--- config.mk ---
export PLATFORM = sky130hd
export DESIGN_NAME = gprs_sched
export DESIGN_NICKNAME = d
export VERILOG_FILES = /design/src/verilog/gprs_pkg.sv /design/src/verilog/gprs_sched.sv
export SDC_FILE = /design/constraint.sdc
export NUM_CORES = 1
export LEC_CHECK = 0
export BUFFER_PORTS_ARGS = -buffer_cell sky130_fd_sc_hd__buf_2
export CORE_MARGIN = 2
export CORE_UTILIZATION = 56
export DETAILED_ROUTE_END_ITERATION = 10
export MAX_ROUTING_LAYER = met4
export PLACE_DENSITY_LB_ADDON = 0.05
export SLEW_MARGIN = 10
export SYNTH_ARGS = -nofsm -noshare
export SYNTH_HDL_FRONTEND = slang
export SYNTH_SLANG_ARGS = --single-unit
--- constraint.sdc ---
create_clock -name clock -period 3.35 [get_ports clock]
set_input_delay 0.1675 -clock clock [delete_from_list [all_inputs] [get_ports clock]]
set_output_delay 0.1675 -clock clock [all_outputs]
set_load 0.02 [all_outputs]
--- src/verilog/gprs_pkg.sv ---
// Constants and types of the packet report scheduler
package gprs_pkg;
  // Framing control bytes
  localparam logic [7:0] DLE = 8'h10;
  localparam logic [7:0] ETX = 8'h03;
  // Command identifiers taken from the host
  localparam logic [7:0] C_TIME = 8'h21;
  localparam logic [7:0] C_CORQ = 8'h65;
  localparam logic [7:0] C_CFG  = 8'hbb;
  localparam logic [7:0] C_OPT  = 8'h35;
  localparam logic [7:0] C_DC1  = 8'h60;
  localparam logic [7:0] C_DC2  = 8'h61;
  // Report identifiers sent to the host
  localparam logic [7:0] ID_VER   = 8'h45;
  localparam logic [7:0] ID_HLTH  = 8'h46;
  localparam logic [7:0] ID_STAT  = 8'h4b;
  localparam logic [7:0] ID_XYZ_S = 8'h42;
  localparam logic [7:0] ID_XYZ_D = 8'h83;
  localparam logic [7:0] ID_LLA_S = 8'h4a;
  localparam logic [7:0] ID_LLA_D = 8'h84;
  localparam logic [7:0] ID_SUPER = 8'h8f;
  localparam logic [7:0] ID_VXYZ  = 8'h43;
  localparam logic [7:0] ID_VENU  = 8'h56;
  localparam logic [7:0] ID_TIME  = 8'h41;
  localparam logic [7:0] ID_DIFF  = 8'h82;
  localparam logic [7:0] ID_CORR  = 8'h85;
  localparam logic [7:0] ID_CFG   = C_CFG;
  localparam logic [7:0] SUB_GR_S = 8'h17;
  localparam logic [7:0] SUB_GR_D = 8'h18;
  localparam logic [7:0] SUB_COMB = 8'h20;
  // Pending slots, lower index sent first
  localparam int         NPEND   = 13;
  localparam logic [3:0] P_VER   = 4'h0;
  localparam logic [3:0] P_HLTH  = 4'h1;
  localparam logic [3:0] P_STAT  = 4'h2;
  localparam logic [3:0] P_PXYZ  = 4'h3;
  localparam logic [3:0] P_PLLA  = 4'h4;
  localparam logic [3:0] P_PGRID = 4'h5;
  localparam logic [3:0] P_PCOMB = 4'h6;
  localparam logic [3:0] P_VXYZ  = 4'h7;
  localparam logic [3:0] P_VENU  = 4'h8;
  localparam logic [3:0] P_TIME  = 4'h9;
  localparam logic [3:0] P_DIFF  = 4'ha;
  localparam logic [3:0] P_CORR  = 4'hb;
  localparam logic [3:0] P_CFG   = 4'hc;
  localparam logic [12:0] PU_SET = 13'h0607;
  // Option bit positions
  localparam int O_XYZ  = 0;
  localparam int O_LLA  = 1;
  localparam int O_DBL  = 4;
  localparam int O_GRID = 5;
  localparam int O_VXYZ = 8;
  localparam int O_VENU = 9;
  // Report periods in seconds (150, 15, 30)
  localparam logic [7:0] SEC_FIX   = 8'h96;
  localparam logic [7:0] SEC_NOFIX = 8'h0f;
  localparam logic [4:0] SEC_SLOW  = 5'h1e;
  // Solution epoch
  localparam int unsigned EPOCH_NS  = 1000000000;
  localparam int unsigned CLK_NS    = 25;
  localparam int unsigned EPOCH_CYC = EPOCH_NS / CLK_NS;
  // Register map and reset values
  localparam logic [7:0]  R_OPT   = 8'h00;
  localparam logic [7:0]  R_CFG   = 8'h04;
  localparam logic [7:0]  R_STAT  = 8'h08;
  localparam logic [7:0]  R_ISR   = 8'h0c;
  localparam logic [7:0]  R_IMR   = 8'h10;
  localparam logic [7:0]  R_CNT   = 8'h14;
  localparam logic [15:0] OPT_RST = 16'h0002;
  localparam logic [15:0] CFG_RST = 16'h0a01;
  localparam int          S_PEND  = 16;
  localparam int          I_CMD   = 0;
  localparam int          I_BAD   = 1;
  localparam int          I_SENT  = 2;
  localparam int          I_RDY   = 3;
  localparam logic [1:0]  RSP_OK  = 2'h0;
  localparam logic [1:0]  RSP_ERR = 2'h2;
  typedef enum logic [2:0] {TX_IDLE, TX_ID, TX_PL, TX_STUFF, TX_EDLE,
                            TX_ETX} gprs_tx_e;
endpackage

--- src/verilog/gprs_sched.sv ---
// Packet command interpreter and periodic report scheduler
`timescale 1ns/100ps
module gprs_sched #(
  parameter int unsigned EPOCH_CYCLES = gprs_pkg::EPOCH_CYC
) (
  input  wire logic        clock,
  input  wire logic        rst,
  input  wire logic [7:0]  s_axi_awaddr,
  input  wire logic        s_axi_awvalid,
  output      logic        s_axi_awready,
  input  wire logic [31:0] s_axi_wdata,
  input  wire logic [3:0]  s_axi_wstrb,
  input  wire logic        s_axi_wvalid,
  output      logic        s_axi_wready,
  output      logic [1:0]  s_axi_bresp,
  output      logic        s_axi_bvalid,
  input  wire logic        s_axi_bready,
  input  wire logic [7:0]  s_axi_araddr,
  input  wire logic        s_axi_arvalid,
  output      logic        s_axi_arready,
  output      logic [31:0] s_axi_rdata,
  output      logic [1:0]  s_axi_rresp,
  output      logic        s_axi_rvalid,
  input  wire logic        s_axi_rready,
  input  wire logic        rx_valid,
  input  wire logic [7:0]  rx_data,
  output      logic [7:0]  tx_data,
  output      logic        tx_valid,
  input  wire logic        tx_ready,
  input  wire logic [7:0]  pl_data,
  input  wire logic        pl_last,
  input  wire logic        pl_valid,
  output      logic        pl_ready,
  output      logic [7:0]  report_id,
  output      logic [7:0]  report_sub,
  input  wire logic        fix_valid,
  input  wire logic        diff_active,
  input  wire logic [31:0] nv_rd_word,
  output      logic [31:0] nv_wr_word,
  output      logic        nv_wr,
  output      logic        cmd_ready,
  output      logic        irq
);
  localparam logic [7:0] DLE = gprs_pkg::DLE;
  localparam logic [7:0] ETX = gprs_pkg::ETX;

  // Byte-enable mask
  function automatic logic [31:0] bmask(input logic [3:0] s);
    bmask = {{8{s[3]}}, {8{s[2]}}, {8{s[1]}}, {8{s[0]}}};
  endfunction
  // Word address match
  function automatic logic hit(input logic [7:0] a, input logic [7:0] o);
    hit = (a[7:2] == o[7:2]);
  endfunction
  // Slots enabled by the option bits
  function automatic logic [12:0] pv_mask(input logic [15:0] o);
    pv_mask = '0;
    pv_mask[gprs_pkg::P_PXYZ]  = o[gprs_pkg::O_XYZ];
    pv_mask[gprs_pkg::P_PLLA]  = o[gprs_pkg::O_LLA];
    pv_mask[gprs_pkg::P_PGRID] = o[gprs_pkg::O_GRID];
    pv_mask[gprs_pkg::P_PCOMB] = o[gprs_pkg::O_GRID];
    pv_mask[gprs_pkg::P_VXYZ]  = o[gprs_pkg::O_VXYZ];
    pv_mask[gprs_pkg::P_VENU]  = o[gprs_pkg::O_VENU];
  endfunction
  // Identifier and subcode of a slot
  function automatic logic [15:0] id_of(input logic [3:0] i, input logic d);
    case (i)
      gprs_pkg::P_VER:   id_of = {gprs_pkg::ID_VER, 8'h00};
      gprs_pkg::P_HLTH:  id_of = {gprs_pkg::ID_HLTH, 8'h00};
      gprs_pkg::P_STAT:  id_of = {gprs_pkg::ID_STAT, 8'h00};
      gprs_pkg::P_PXYZ:  id_of = {d ? gprs_pkg::ID_XYZ_D : gprs_pkg::ID_XYZ_S, 8'h00};
      gprs_pkg::P_PLLA:  id_of = {d ? gprs_pkg::ID_LLA_D : gprs_pkg::ID_LLA_S, 8'h00};
      gprs_pkg::P_PGRID: id_of = {gprs_pkg::ID_SUPER, d ? gprs_pkg::SUB_GR_D : gprs_pkg::SUB_GR_S};
      gprs_pkg::P_PCOMB: id_of = {gprs_pkg::ID_SUPER, gprs_pkg::SUB_COMB};
      gprs_pkg::P_VXYZ:  id_of = {gprs_pkg::ID_VXYZ, 8'h00};
      gprs_pkg::P_VENU:  id_of = {gprs_pkg::ID_VENU, 8'h00};
      gprs_pkg::P_TIME:  id_of = {gprs_pkg::ID_TIME, 8'h00};
      gprs_pkg::P_DIFF:  id_of = {gprs_pkg::ID_DIFF, 8'h00};
      gprs_pkg::P_CORR:  id_of = {gprs_pkg::ID_CORR, 8'h00};
      default:           id_of = {gprs_pkg::ID_CFG, 8'h00};
    endcase
  endfunction
  // Lowest pending slot
  function automatic logic [3:0] first(input logic [12:0] p);
    first = 4'h0;
    for (int k = gprs_pkg::NPEND - 1; k >= 0; k--) begin
      if (p[k]) first = 4'(k);
    end
  endfunction

  logic [15:0]        opt_ff, cfg_ff, cnt_ff;
  logic [12:0]        pend_ff, nxt_pend, set_v, clr_v;
  logic [3:0]         isr_ff, imr_ff, ev, cur_ff;
  logic               ready_ff, load_ff, nv_wr_ff, last_ff, tx_vld_ff;
  logic [7:0]         tx_data_ff, rid_ff, rsub_ff, nxt_byte;
  gprs_pkg::gprs_tx_e st_ff, nxt_st;
  logic               esc_ff, infr_ff;
  logic [7:0]         cid_ff, b0_ff, b1_ff;
  logic [1:0]         rn_ff;
  logic [25:0]        div_ff;
  logic [7:0]         tm_ff;
  logic [4:0]         hc_ff;
  logic               aw_ff, w_ff, bvalid_ff, rvalid_ff;
  logic [7:0]         awa_ff;
  logic [31:0]        wd_ff, rdata_ff, rd_word;
  logic [3:0]         ws_ff;
  logic [1:0]         bresp_ff, rresp_ff;

  // Output byte slot and dispatch
  wire        slot   = !tx_vld_ff || tx_ready;
  wire        any    = |pend_ff;
  wire [3:0]  sel    = first(pend_ff);
  wire [15:0] sel_id = id_of(sel, opt_ff[gprs_pkg::O_DBL]);
  wire        ld     = slot && (st_ff != gprs_pkg::TX_IDLE || any)
                       && (st_ff != gprs_pkg::TX_PL || pl_valid);
  wire        disp   = ld && st_ff == gprs_pkg::TX_IDLE;
  wire        sent   = ld && st_ff == gprs_pkg::TX_ETX;
  wire        rdy_ev = sent && cur_ff == gprs_pkg::P_DIFF && !ready_ff;

  // Byte sequence of one outgoing frame
  always_comb begin
    nxt_st   = st_ff;
    nxt_byte = DLE;
    case (st_ff)
      gprs_pkg::TX_IDLE: nxt_st = gprs_pkg::TX_ID;
      gprs_pkg::TX_ID: begin
        nxt_byte = rid_ff;
        nxt_st   = gprs_pkg::TX_PL;
      end
      gprs_pkg::TX_PL: begin
        nxt_byte = pl_data;
        if (pl_data == DLE) nxt_st = gprs_pkg::TX_STUFF;
        else if (pl_last) nxt_st = gprs_pkg::TX_EDLE;
      end
      gprs_pkg::TX_STUFF: nxt_st = last_ff ? gprs_pkg::TX_EDLE : gprs_pkg::TX_PL;
      gprs_pkg::TX_EDLE: nxt_st = gprs_pkg::TX_ETX;
      default: begin
        nxt_byte = ETX;
        nxt_st   = gprs_pkg::TX_IDLE;
      end
    endcase
  end

  // Transmit registers
  always_ff @(posedge clock) begin
    if (rst) begin
      st_ff     <= gprs_pkg::TX_IDLE;
      tx_vld_ff <= 1'b0;
    end else if (ld) begin
      st_ff     <= nxt_st;
      tx_vld_ff <= 1'b1;
    end else if (tx_ready) begin
      tx_vld_ff <= 1'b0;
    end
  end

  // Frame data and selected report
  always_ff @(posedge clock) begin
    if (rst) begin
      tx_data_ff <= 8'h00;
      last_ff    <= 1'b0;
      cur_ff     <= 4'h0;
      rid_ff     <= 8'h00;
      rsub_ff    <= 8'h00;
    end else begin
      if (ld) tx_data_ff <= nxt_byte;
      if (ld && st_ff == gprs_pkg::TX_PL) last_ff <= pl_last;
      if (disp) cur_ff <= sel;
      if (disp) rid_ff <= sel_id[15:8];
      if (disp) rsub_ff <= sel_id[7:0];
    end
  end

  // Incoming frame parser with unstuffing
  always_ff @(posedge clock) begin
    if (rst) begin
      esc_ff  <= 1'b0;
      infr_ff <= 1'b0;
      cid_ff  <= 8'h00;
      rn_ff   <= 2'h0;
      b0_ff   <= 8'h00;
      b1_ff   <= 8'h00;
    end else if (rx_valid) begin
      esc_ff <= !esc_ff && rx_data == DLE;
      if (esc_ff && rx_data == ETX) begin
        infr_ff <= 1'b0;
      end else if (esc_ff && rx_data != DLE) begin
        infr_ff <= 1'b1;
        cid_ff  <= rx_data;
        rn_ff   <= 2'h0;
      end else if (infr_ff && (esc_ff || rx_data != DLE)) begin
        if (rn_ff == 2'h0) b0_ff <= rx_data;
        if (rn_ff == 2'h1) b1_ff <= rx_data;
        if (rn_ff != 2'h2) rn_ff <= rn_ff + 2'h1;
      end
    end
  end

  // Command decode at frame end
  wire rx_end   = rx_valid && esc_ff && rx_data == ETX && infr_ff;
  wire cmd_ok   = rx_end && ready_ff;
  wire is_time  = cmd_ok && cid_ff == gprs_pkg::C_TIME;
  wire is_corq  = cmd_ok && cid_ff == gprs_pkg::C_CORQ;
  wire is_cfg   = cmd_ok && cid_ff == gprs_pkg::C_CFG;
  wire is_opt   = cmd_ok && cid_ff == gprs_pkg::C_OPT;
  wire is_dc    = cmd_ok && (cid_ff == gprs_pkg::C_DC1 || cid_ff == gprs_pkg::C_DC2);
  wire known    = is_time || is_corq || is_cfg || is_opt || is_dc;
  wire c_set    = rn_ff == 2'h2;
  wire cmd_bad  = rx_end && !known;

  // Epoch divider and report period counters
  wire       tick   = div_ff == 26'(EPOCH_CYCLES - 1);
  wire       tk     = tick && ready_ff;
  wire [7:0] t_lim  = fix_valid ? gprs_pkg::SEC_FIX : gprs_pkg::SEC_NOFIX;
  wire       t_wrap = tk && (tm_ff + 8'h01 >= t_lim);
  wire       h_wrap = tk && hc_ff == gprs_pkg::SEC_SLOW - 5'h01;
  always_ff @(posedge clock) begin
    if (rst) begin
      div_ff <= '0;
      tm_ff  <= 8'h00;
      hc_ff  <= 5'h00;
    end else begin
      div_ff <= tick ? '0 : div_ff + 26'h1;
      if (tk) tm_ff <= t_wrap ? 8'h00 : tm_ff + 8'h01;
      if (tk) hc_ff <= h_wrap ? 5'h00 : hc_ff + 5'h01;
    end
  end

  // Pending report set and clear
  always_comb begin
    set_v = load_ff ? pv_mask(nv_rd_word[15:0]) : '0;
    if (tk) set_v = set_v | pv_mask(opt_ff);
    set_v[gprs_pkg::P_TIME] = set_v[gprs_pkg::P_TIME] || t_wrap || is_time;
    set_v[gprs_pkg::P_HLTH] = h_wrap;
    set_v[gprs_pkg::P_STAT] = h_wrap;
    set_v[gprs_pkg::P_DIFF] = h_wrap && diff_active;
    set_v[gprs_pkg::P_CORR] = is_corq;
    set_v[gprs_pkg::P_CFG]  = is_cfg;
    clr_v = '0;
    if (disp) clr_v[sel] = 1'b1;
    nxt_pend = (pend_ff & ~clr_v) | set_v;
  end

  // Bus write acceptance
  wire        awrdy = !aw_ff && !bvalid_ff;
  wire        wrdy  = !w_ff && !bvalid_ff;
  wire        we    = aw_ff && w_ff && !bvalid_ff;
  wire [31:0] wm    = bmask(ws_ff);
  wire [31:0] wv    = wd_ff & wm;
  wire        w_opt = we && hit(awa_ff, gprs_pkg::R_OPT);
  wire        w_cfg = we && hit(awa_ff, gprs_pkg::R_CFG);
  wire        w_isr = we && hit(awa_ff, gprs_pkg::R_ISR);
  wire        w_imr = we && hit(awa_ff, gprs_pkg::R_IMR);
  wire        w_map = w_opt || w_cfg || w_isr || w_imr || hit(awa_ff, gprs_pkg::R_STAT)
                      || hit(awa_ff, gprs_pkg::R_CNT);
  wire        c_opt = is_opt && c_set;
  wire        c_cfg = is_cfg && c_set;
  always_ff @(posedge clock) begin
    if (rst) begin
      aw_ff     <= 1'b0;
      w_ff      <= 1'b0;
      bvalid_ff <= 1'b0;
      bresp_ff  <= gprs_pkg::RSP_OK;
    end else begin
      if (s_axi_awvalid && awrdy) aw_ff <= 1'b1;
      if (s_axi_wvalid && wrdy) w_ff <= 1'b1;
      if (we) begin
        aw_ff     <= 1'b0;
        w_ff      <= 1'b0;
        bvalid_ff <= 1'b1;
        bresp_ff  <= w_map ? gprs_pkg::RSP_OK : gprs_pkg::RSP_ERR;
      end else if (s_axi_bready) begin
        bvalid_ff <= 1'b0;
      end
    end
  end
  always_ff @(posedge clock) begin
    if (s_axi_awvalid && awrdy) awa_ff <= s_axi_awaddr;
    if (s_axi_wvalid && wrdy) wd_ff <= s_axi_wdata;
    if (s_axi_wvalid && wrdy) ws_ff <= s_axi_wstrb;
  end

  // Option, configuration and status registers
  assign ev = {rdy_ev, sent, cmd_bad, cmd_ok && known};
  always_ff @(posedge clock) begin
    if (rst) begin
      load_ff  <= 1'b1;
      opt_ff   <= gprs_pkg::OPT_RST;
      cfg_ff   <= gprs_pkg::CFG_RST;
      pend_ff  <= gprs_pkg::PU_SET;
      ready_ff <= 1'b0;
      isr_ff   <= 4'h0;
      imr_ff   <= 4'h0;
      cnt_ff   <= 16'h0000;
      nv_wr_ff <= 1'b0;
    end else begin
      load_ff  <= 1'b0;
      pend_ff  <= nxt_pend;
      ready_ff <= ready_ff || rdy_ev;
      isr_ff   <= (isr_ff & ~(w_isr ? wv[3:0] : 4'h0)) | ev;
      nv_wr_ff <= w_opt || w_cfg || c_opt || c_cfg;
      if (is_dc) cnt_ff <= cnt_ff + 16'h0001;
      if (w_imr) imr_ff <= (imr_ff & ~wm[3:0]) | wv[3:0];
      if (load_ff) opt_ff <= nv_rd_word[15:0];
      else if (w_opt) opt_ff <= (opt_ff & ~wm[15:0]) | wv[15:0];
      else if (c_opt) opt_ff <= {b1_ff, b0_ff};
      if (load_ff) cfg_ff <= nv_rd_word[31:16];
      else if (w_cfg) cfg_ff <= (cfg_ff & ~wm[15:0]) | wv[15:0];
      else if (c_cfg) cfg_ff <= {b1_ff, b0_ff};
    end
  end

  // Read data selection
  always_comb begin
    if (hit(s_axi_araddr, gprs_pkg::R_OPT)) rd_word = {16'h0000, opt_ff};
    else if (hit(s_axi_araddr, gprs_pkg::R_CFG)) rd_word = {16'h0000, cfg_ff};
    else if (hit(s_axi_araddr, gprs_pkg::R_STAT))
      rd_word = {3'h0, pend_ff, 12'h000, tx_vld_ff, diff_active, fix_valid, ready_ff};
    else if (hit(s_axi_araddr, gprs_pkg::R_ISR)) rd_word = {28'h0, isr_ff};
    else if (hit(s_axi_araddr, gprs_pkg::R_IMR)) rd_word = {28'h0, imr_ff};
    else if (hit(s_axi_araddr, gprs_pkg::R_CNT)) rd_word = {16'h0000, cnt_ff};
    else rd_word = 32'h0;
  end
  wire r_map = s_axi_araddr[7:2] <= gprs_pkg::R_CNT[7:2];
  always_ff @(posedge clock) begin
    if (rst) begin
      rvalid_ff <= 1'b0;
      rdata_ff  <= 32'h0;
      rresp_ff  <= gprs_pkg::RSP_OK;
    end else if (s_axi_arvalid && !rvalid_ff) begin
      rvalid_ff <= 1'b1;
      rdata_ff  <= rd_word;
      rresp_ff  <= r_map ? gprs_pkg::RSP_OK : gprs_pkg::RSP_ERR;
    end else if (s_axi_rready) begin
      rvalid_ff <= 1'b0;
    end
  end

  // Port drive
  assign s_axi_awready = awrdy;
  assign s_axi_wready  = wrdy;
  assign s_axi_bvalid  = bvalid_ff;
  assign s_axi_bresp   = bresp_ff;
  assign s_axi_arready = !rvalid_ff;
  assign s_axi_rvalid  = rvalid_ff;
  assign s_axi_rdata   = rdata_ff;
  assign s_axi_rresp   = rresp_ff;
  assign tx_data       = tx_data_ff;
  assign tx_valid      = tx_vld_ff;
  assign pl_ready      = slot && st_ff == gprs_pkg::TX_PL;
  assign report_id     = rid_ff;
  assign report_sub    = rsub_ff;
  assign nv_wr         = nv_wr_ff;
  assign nv_wr_word    = {cfg_ff, opt_ff};
  assign cmd_ready     = ready_ff;
  assign irq           = |(isr_ff & imr_ff);
endmodule

==> flow_summary.yaml <==
timing:
  fin_skew_ns: 0.0180
  layout_min_cycle_time_ns: 2.66
  worst_pin_slew_ns: 1.16
  slew_violations: 0
  finalHoldViolations: 0
  setup-violations-final: 0
  tns_ns: 0
  max_freq_mhz: 375
  grt_setup_unrepaired: "false"
  post-route-period-util_pct: 79.5
  slew_headroom_pct: 22.7
yosys:
  syn_avg_cell_area_um2: 8.56
  synthTopCellsByCount: "dfxtp_1, nor2_1, nand2_1"
  synth_area_leaders: "dfxtp_1, edfxtp_1, nor2_1, a21oi_1, nand2_1"
  yosys.area_share.adder_pct: 1.39
  synthXorXnorAreaFrac_pct: 3.97
  synth_most_common_cell: "dfxtp_1"
  ys_types: 72
  ys.warnings.count: 0
  synthArstFlopShare_pct: 0
  synthCells: 1265
  synth_top_family_by_area: "simple AND/OR/NAND/NOR gates"
  synth_compound_area_share_pct: 18.3
  synth_edf_count: 24
  synth-seq-cells: 227
  synth_top_area_cell: "dfxtp_1"
  synth-simple-area-share_pct: 24.2
  netlist_area_um2: 10800
  ys_seq_area_share_pct: 44.2
  synth_top_area_share_pct: 37.5
  yosys-mux-area-fraction_pct: 3.09
  synth_flop_cell: "dfxtp_1"
critical_path:
  worst_setup_path_end_kind: "flop"
  reg2reg_depth: 8
  required_ns: 3.74
  path_max_fanout: 7
  crit_path_start_kind: "flop"
  arrival_ns: 3.05
  worstSetupPathType: "flop to flop"
clock_tree:
  clockRootBuffer: "clkbuf_16"
  cts_tree: "done"
  numClockSinks: 227
  cts_buffers: 24
  path_clk_slew_ns: 0.06
  post_cts_resized: 0
  cts_setup_buffers: 0
  holdBufCountCts: 56
  clock_latency_ns: 0.52
  clockBufferDepth: 3
  h-tree-depth: 1
hold_path:
  min_path_cells: 4
  hp-class: "input pin to flop"
routing:
  dr_wl_met2_mm: 13.8
  wl_per_cell_um: 17.4
  wl_mm: 30.6
  drcViolationCount: 0
  drtIter0Drc: 759
  avgViaCountPerCell: 5.77
  wl_met3_mm: 1.76
  postRouteAntennaNets: 0
  top_layer: "met4"
  num_vias: 10100
  met1_length_mm: 14.1
  dr.pass1.iters: 5
place:
  dp_hpwl_mm: 21.4
  io_buffers: 185
  gp_congestion: 0.950
final_layout:
  utilization_pct: 70.4
  drive_above_1_share_pct: 17.9
  areaGrowthSynthToFinish_pct: 22.4
  fill_cells: 1506
  fin_nets: 1601
power_and_ir_drop:
  p_per_area_nw_per_um2: 474
  peakVddDrop_mv: 0.607
  p_leak_nw: 5.19
grt:
  grt_first_pass_wirelength_mm: 47.8
  gr-total-overflow: 0
  grt_pass1_vias: 9170
  track_usage_pct: 29.8
  grt_max_degree: 78
  antenna_found_initial: 1
die:
  dieArea_um2: 20500
  die_width_um: 143
  coreArea_um2: 18800
  ios: 215
  start_util_pct: 57.5
  fp.dieH_um: 143
  std_cell_rows: 50
job:
  max_cap_viol_count: 0
run_status:
  status: "finished, final reports clean"
==> cells by family (layout without fill, tap and decap cells) <==
family / after synthesis / count (layout)
simple gates: 525 / 525
compound gates: 293 / 293
flops: 227 / 227
buf+inv: 125 / 348
xor+xnor: 49 / 49
mux: 33 / 33
fa+ha+maj: 12 / 12
other cells: 1 / 8
==> placed cells by master (no fill, tap or decap), types with 5 or more instances in the layout <==
cell type,instances
dfxtp_1,202
nor2_1,188
buf_2,184
nand2_1,99
a21oi_1,97
dlygate4sd3_1,56
nor3_1,43
inv_1,41
a211oi_1,41
o21ai_0,35
nand3_1,34
mux2i_1,30
xnor2_1,26
a22oi_1,25
clkbuf_16,25
edfxtp_1,24
xor2_1,23
nor2b_1,23
buf_4,21
nand3b_1,19
nand4_1,15
a211o_1,15
nand2b_1,14
or3_1,14
o41ai_1,14
a221o_1,13
nor4_1,12
ha_1,12
and3_1,10
and2_1,9
clkinv_2,9
a221oi_1,8
nor3b_1,7
a31oi_1,7
conb_1,7
and4_1,6
o211ai_1,5
clkbuf_1,5
==> critical path, cell delays in order (launching register included) <==
cell	delay [ns]
dfxtp_1	0.40
ha_1	0.28
and3_1	0.24
xor2_1	0.16
ha_1	0.24
a221o_1	0.32
a21oi_1	0.24
o21bai_1	0.25
or3_1	0.42
==> layer usage <==
| metal | vias to the layer above | GRT usage, % |
|---|---|---|
| li1 | 4955 | - |
| met4 | 0 | 8.75 |
| met5 | - | - |
| met3 | 64 | 3.69 |
| met2 | 390 | 46.7 |
| met1 | 4723 | 40.8 |
==> layout make-up <==
| cell class | count | area (um2) | area share (%) |
|---|---|---|---|
| multi-input combinational | 919 | 5550 | 41.9 |
| sequential | 227 | 4790 | 36.1 |
| timing repair buffer | 263 | 1670 | 12.6 |
| clock buffer | 30 | 644 | 4.86 |
| tap | 260 | 325 | 2.46 |
| inverter | 41 | 154 | 1.16 |
| clock inverter | 14 | 116 | 0.878 |
| antenna | 1 | 2.50 | 0.0189 |
==> per-stage QoR <==
stage | worst slack, ns | power [mW] | hold WS, ns | instances | cell area, um2
3_3_place_gp | 0.756 | 3.67 | 0.344 | 1654 | 11900
2_1_floorplan | 0.987 | 3.42 | 0.195 | 1271 | 10800
4_1_cts | 0.683 | 6.31 | 0.000597 | 1754 | 13200
6_report | 0.686 | 6.29 | 0.00791 | 1755 | 13200
3_5_place_dp | 0.709 | 3.68 | 0.346 | 1654 | 11900
5_1_grt | 0.438 | 6.52 | 0.00855 | 1755 | 13200
==> path summary, 6_finish.rpt <==
kind                   endpoint  slack (ns)           start
setup reg to reg     pend_ff[9]        0.69        tm_ff[0]
setup / recovery     pend_ff[9]        0.69        tm_ff[0]
hold reg to reg   report_sub[4]        0.45   report_sub[4]
hold / removal             flop       0.008  nv_rd_word[15]
==> report_power, final <==
part	internal [mW]	switching [mW]	total [mW]
sequential	2.85	0.110	2.96
combinational	0.281	0.441	0.723
clock	1.51	1.09	2.60
total	4.65	1.64	6.29
Power figures use the tool's default switching activity.
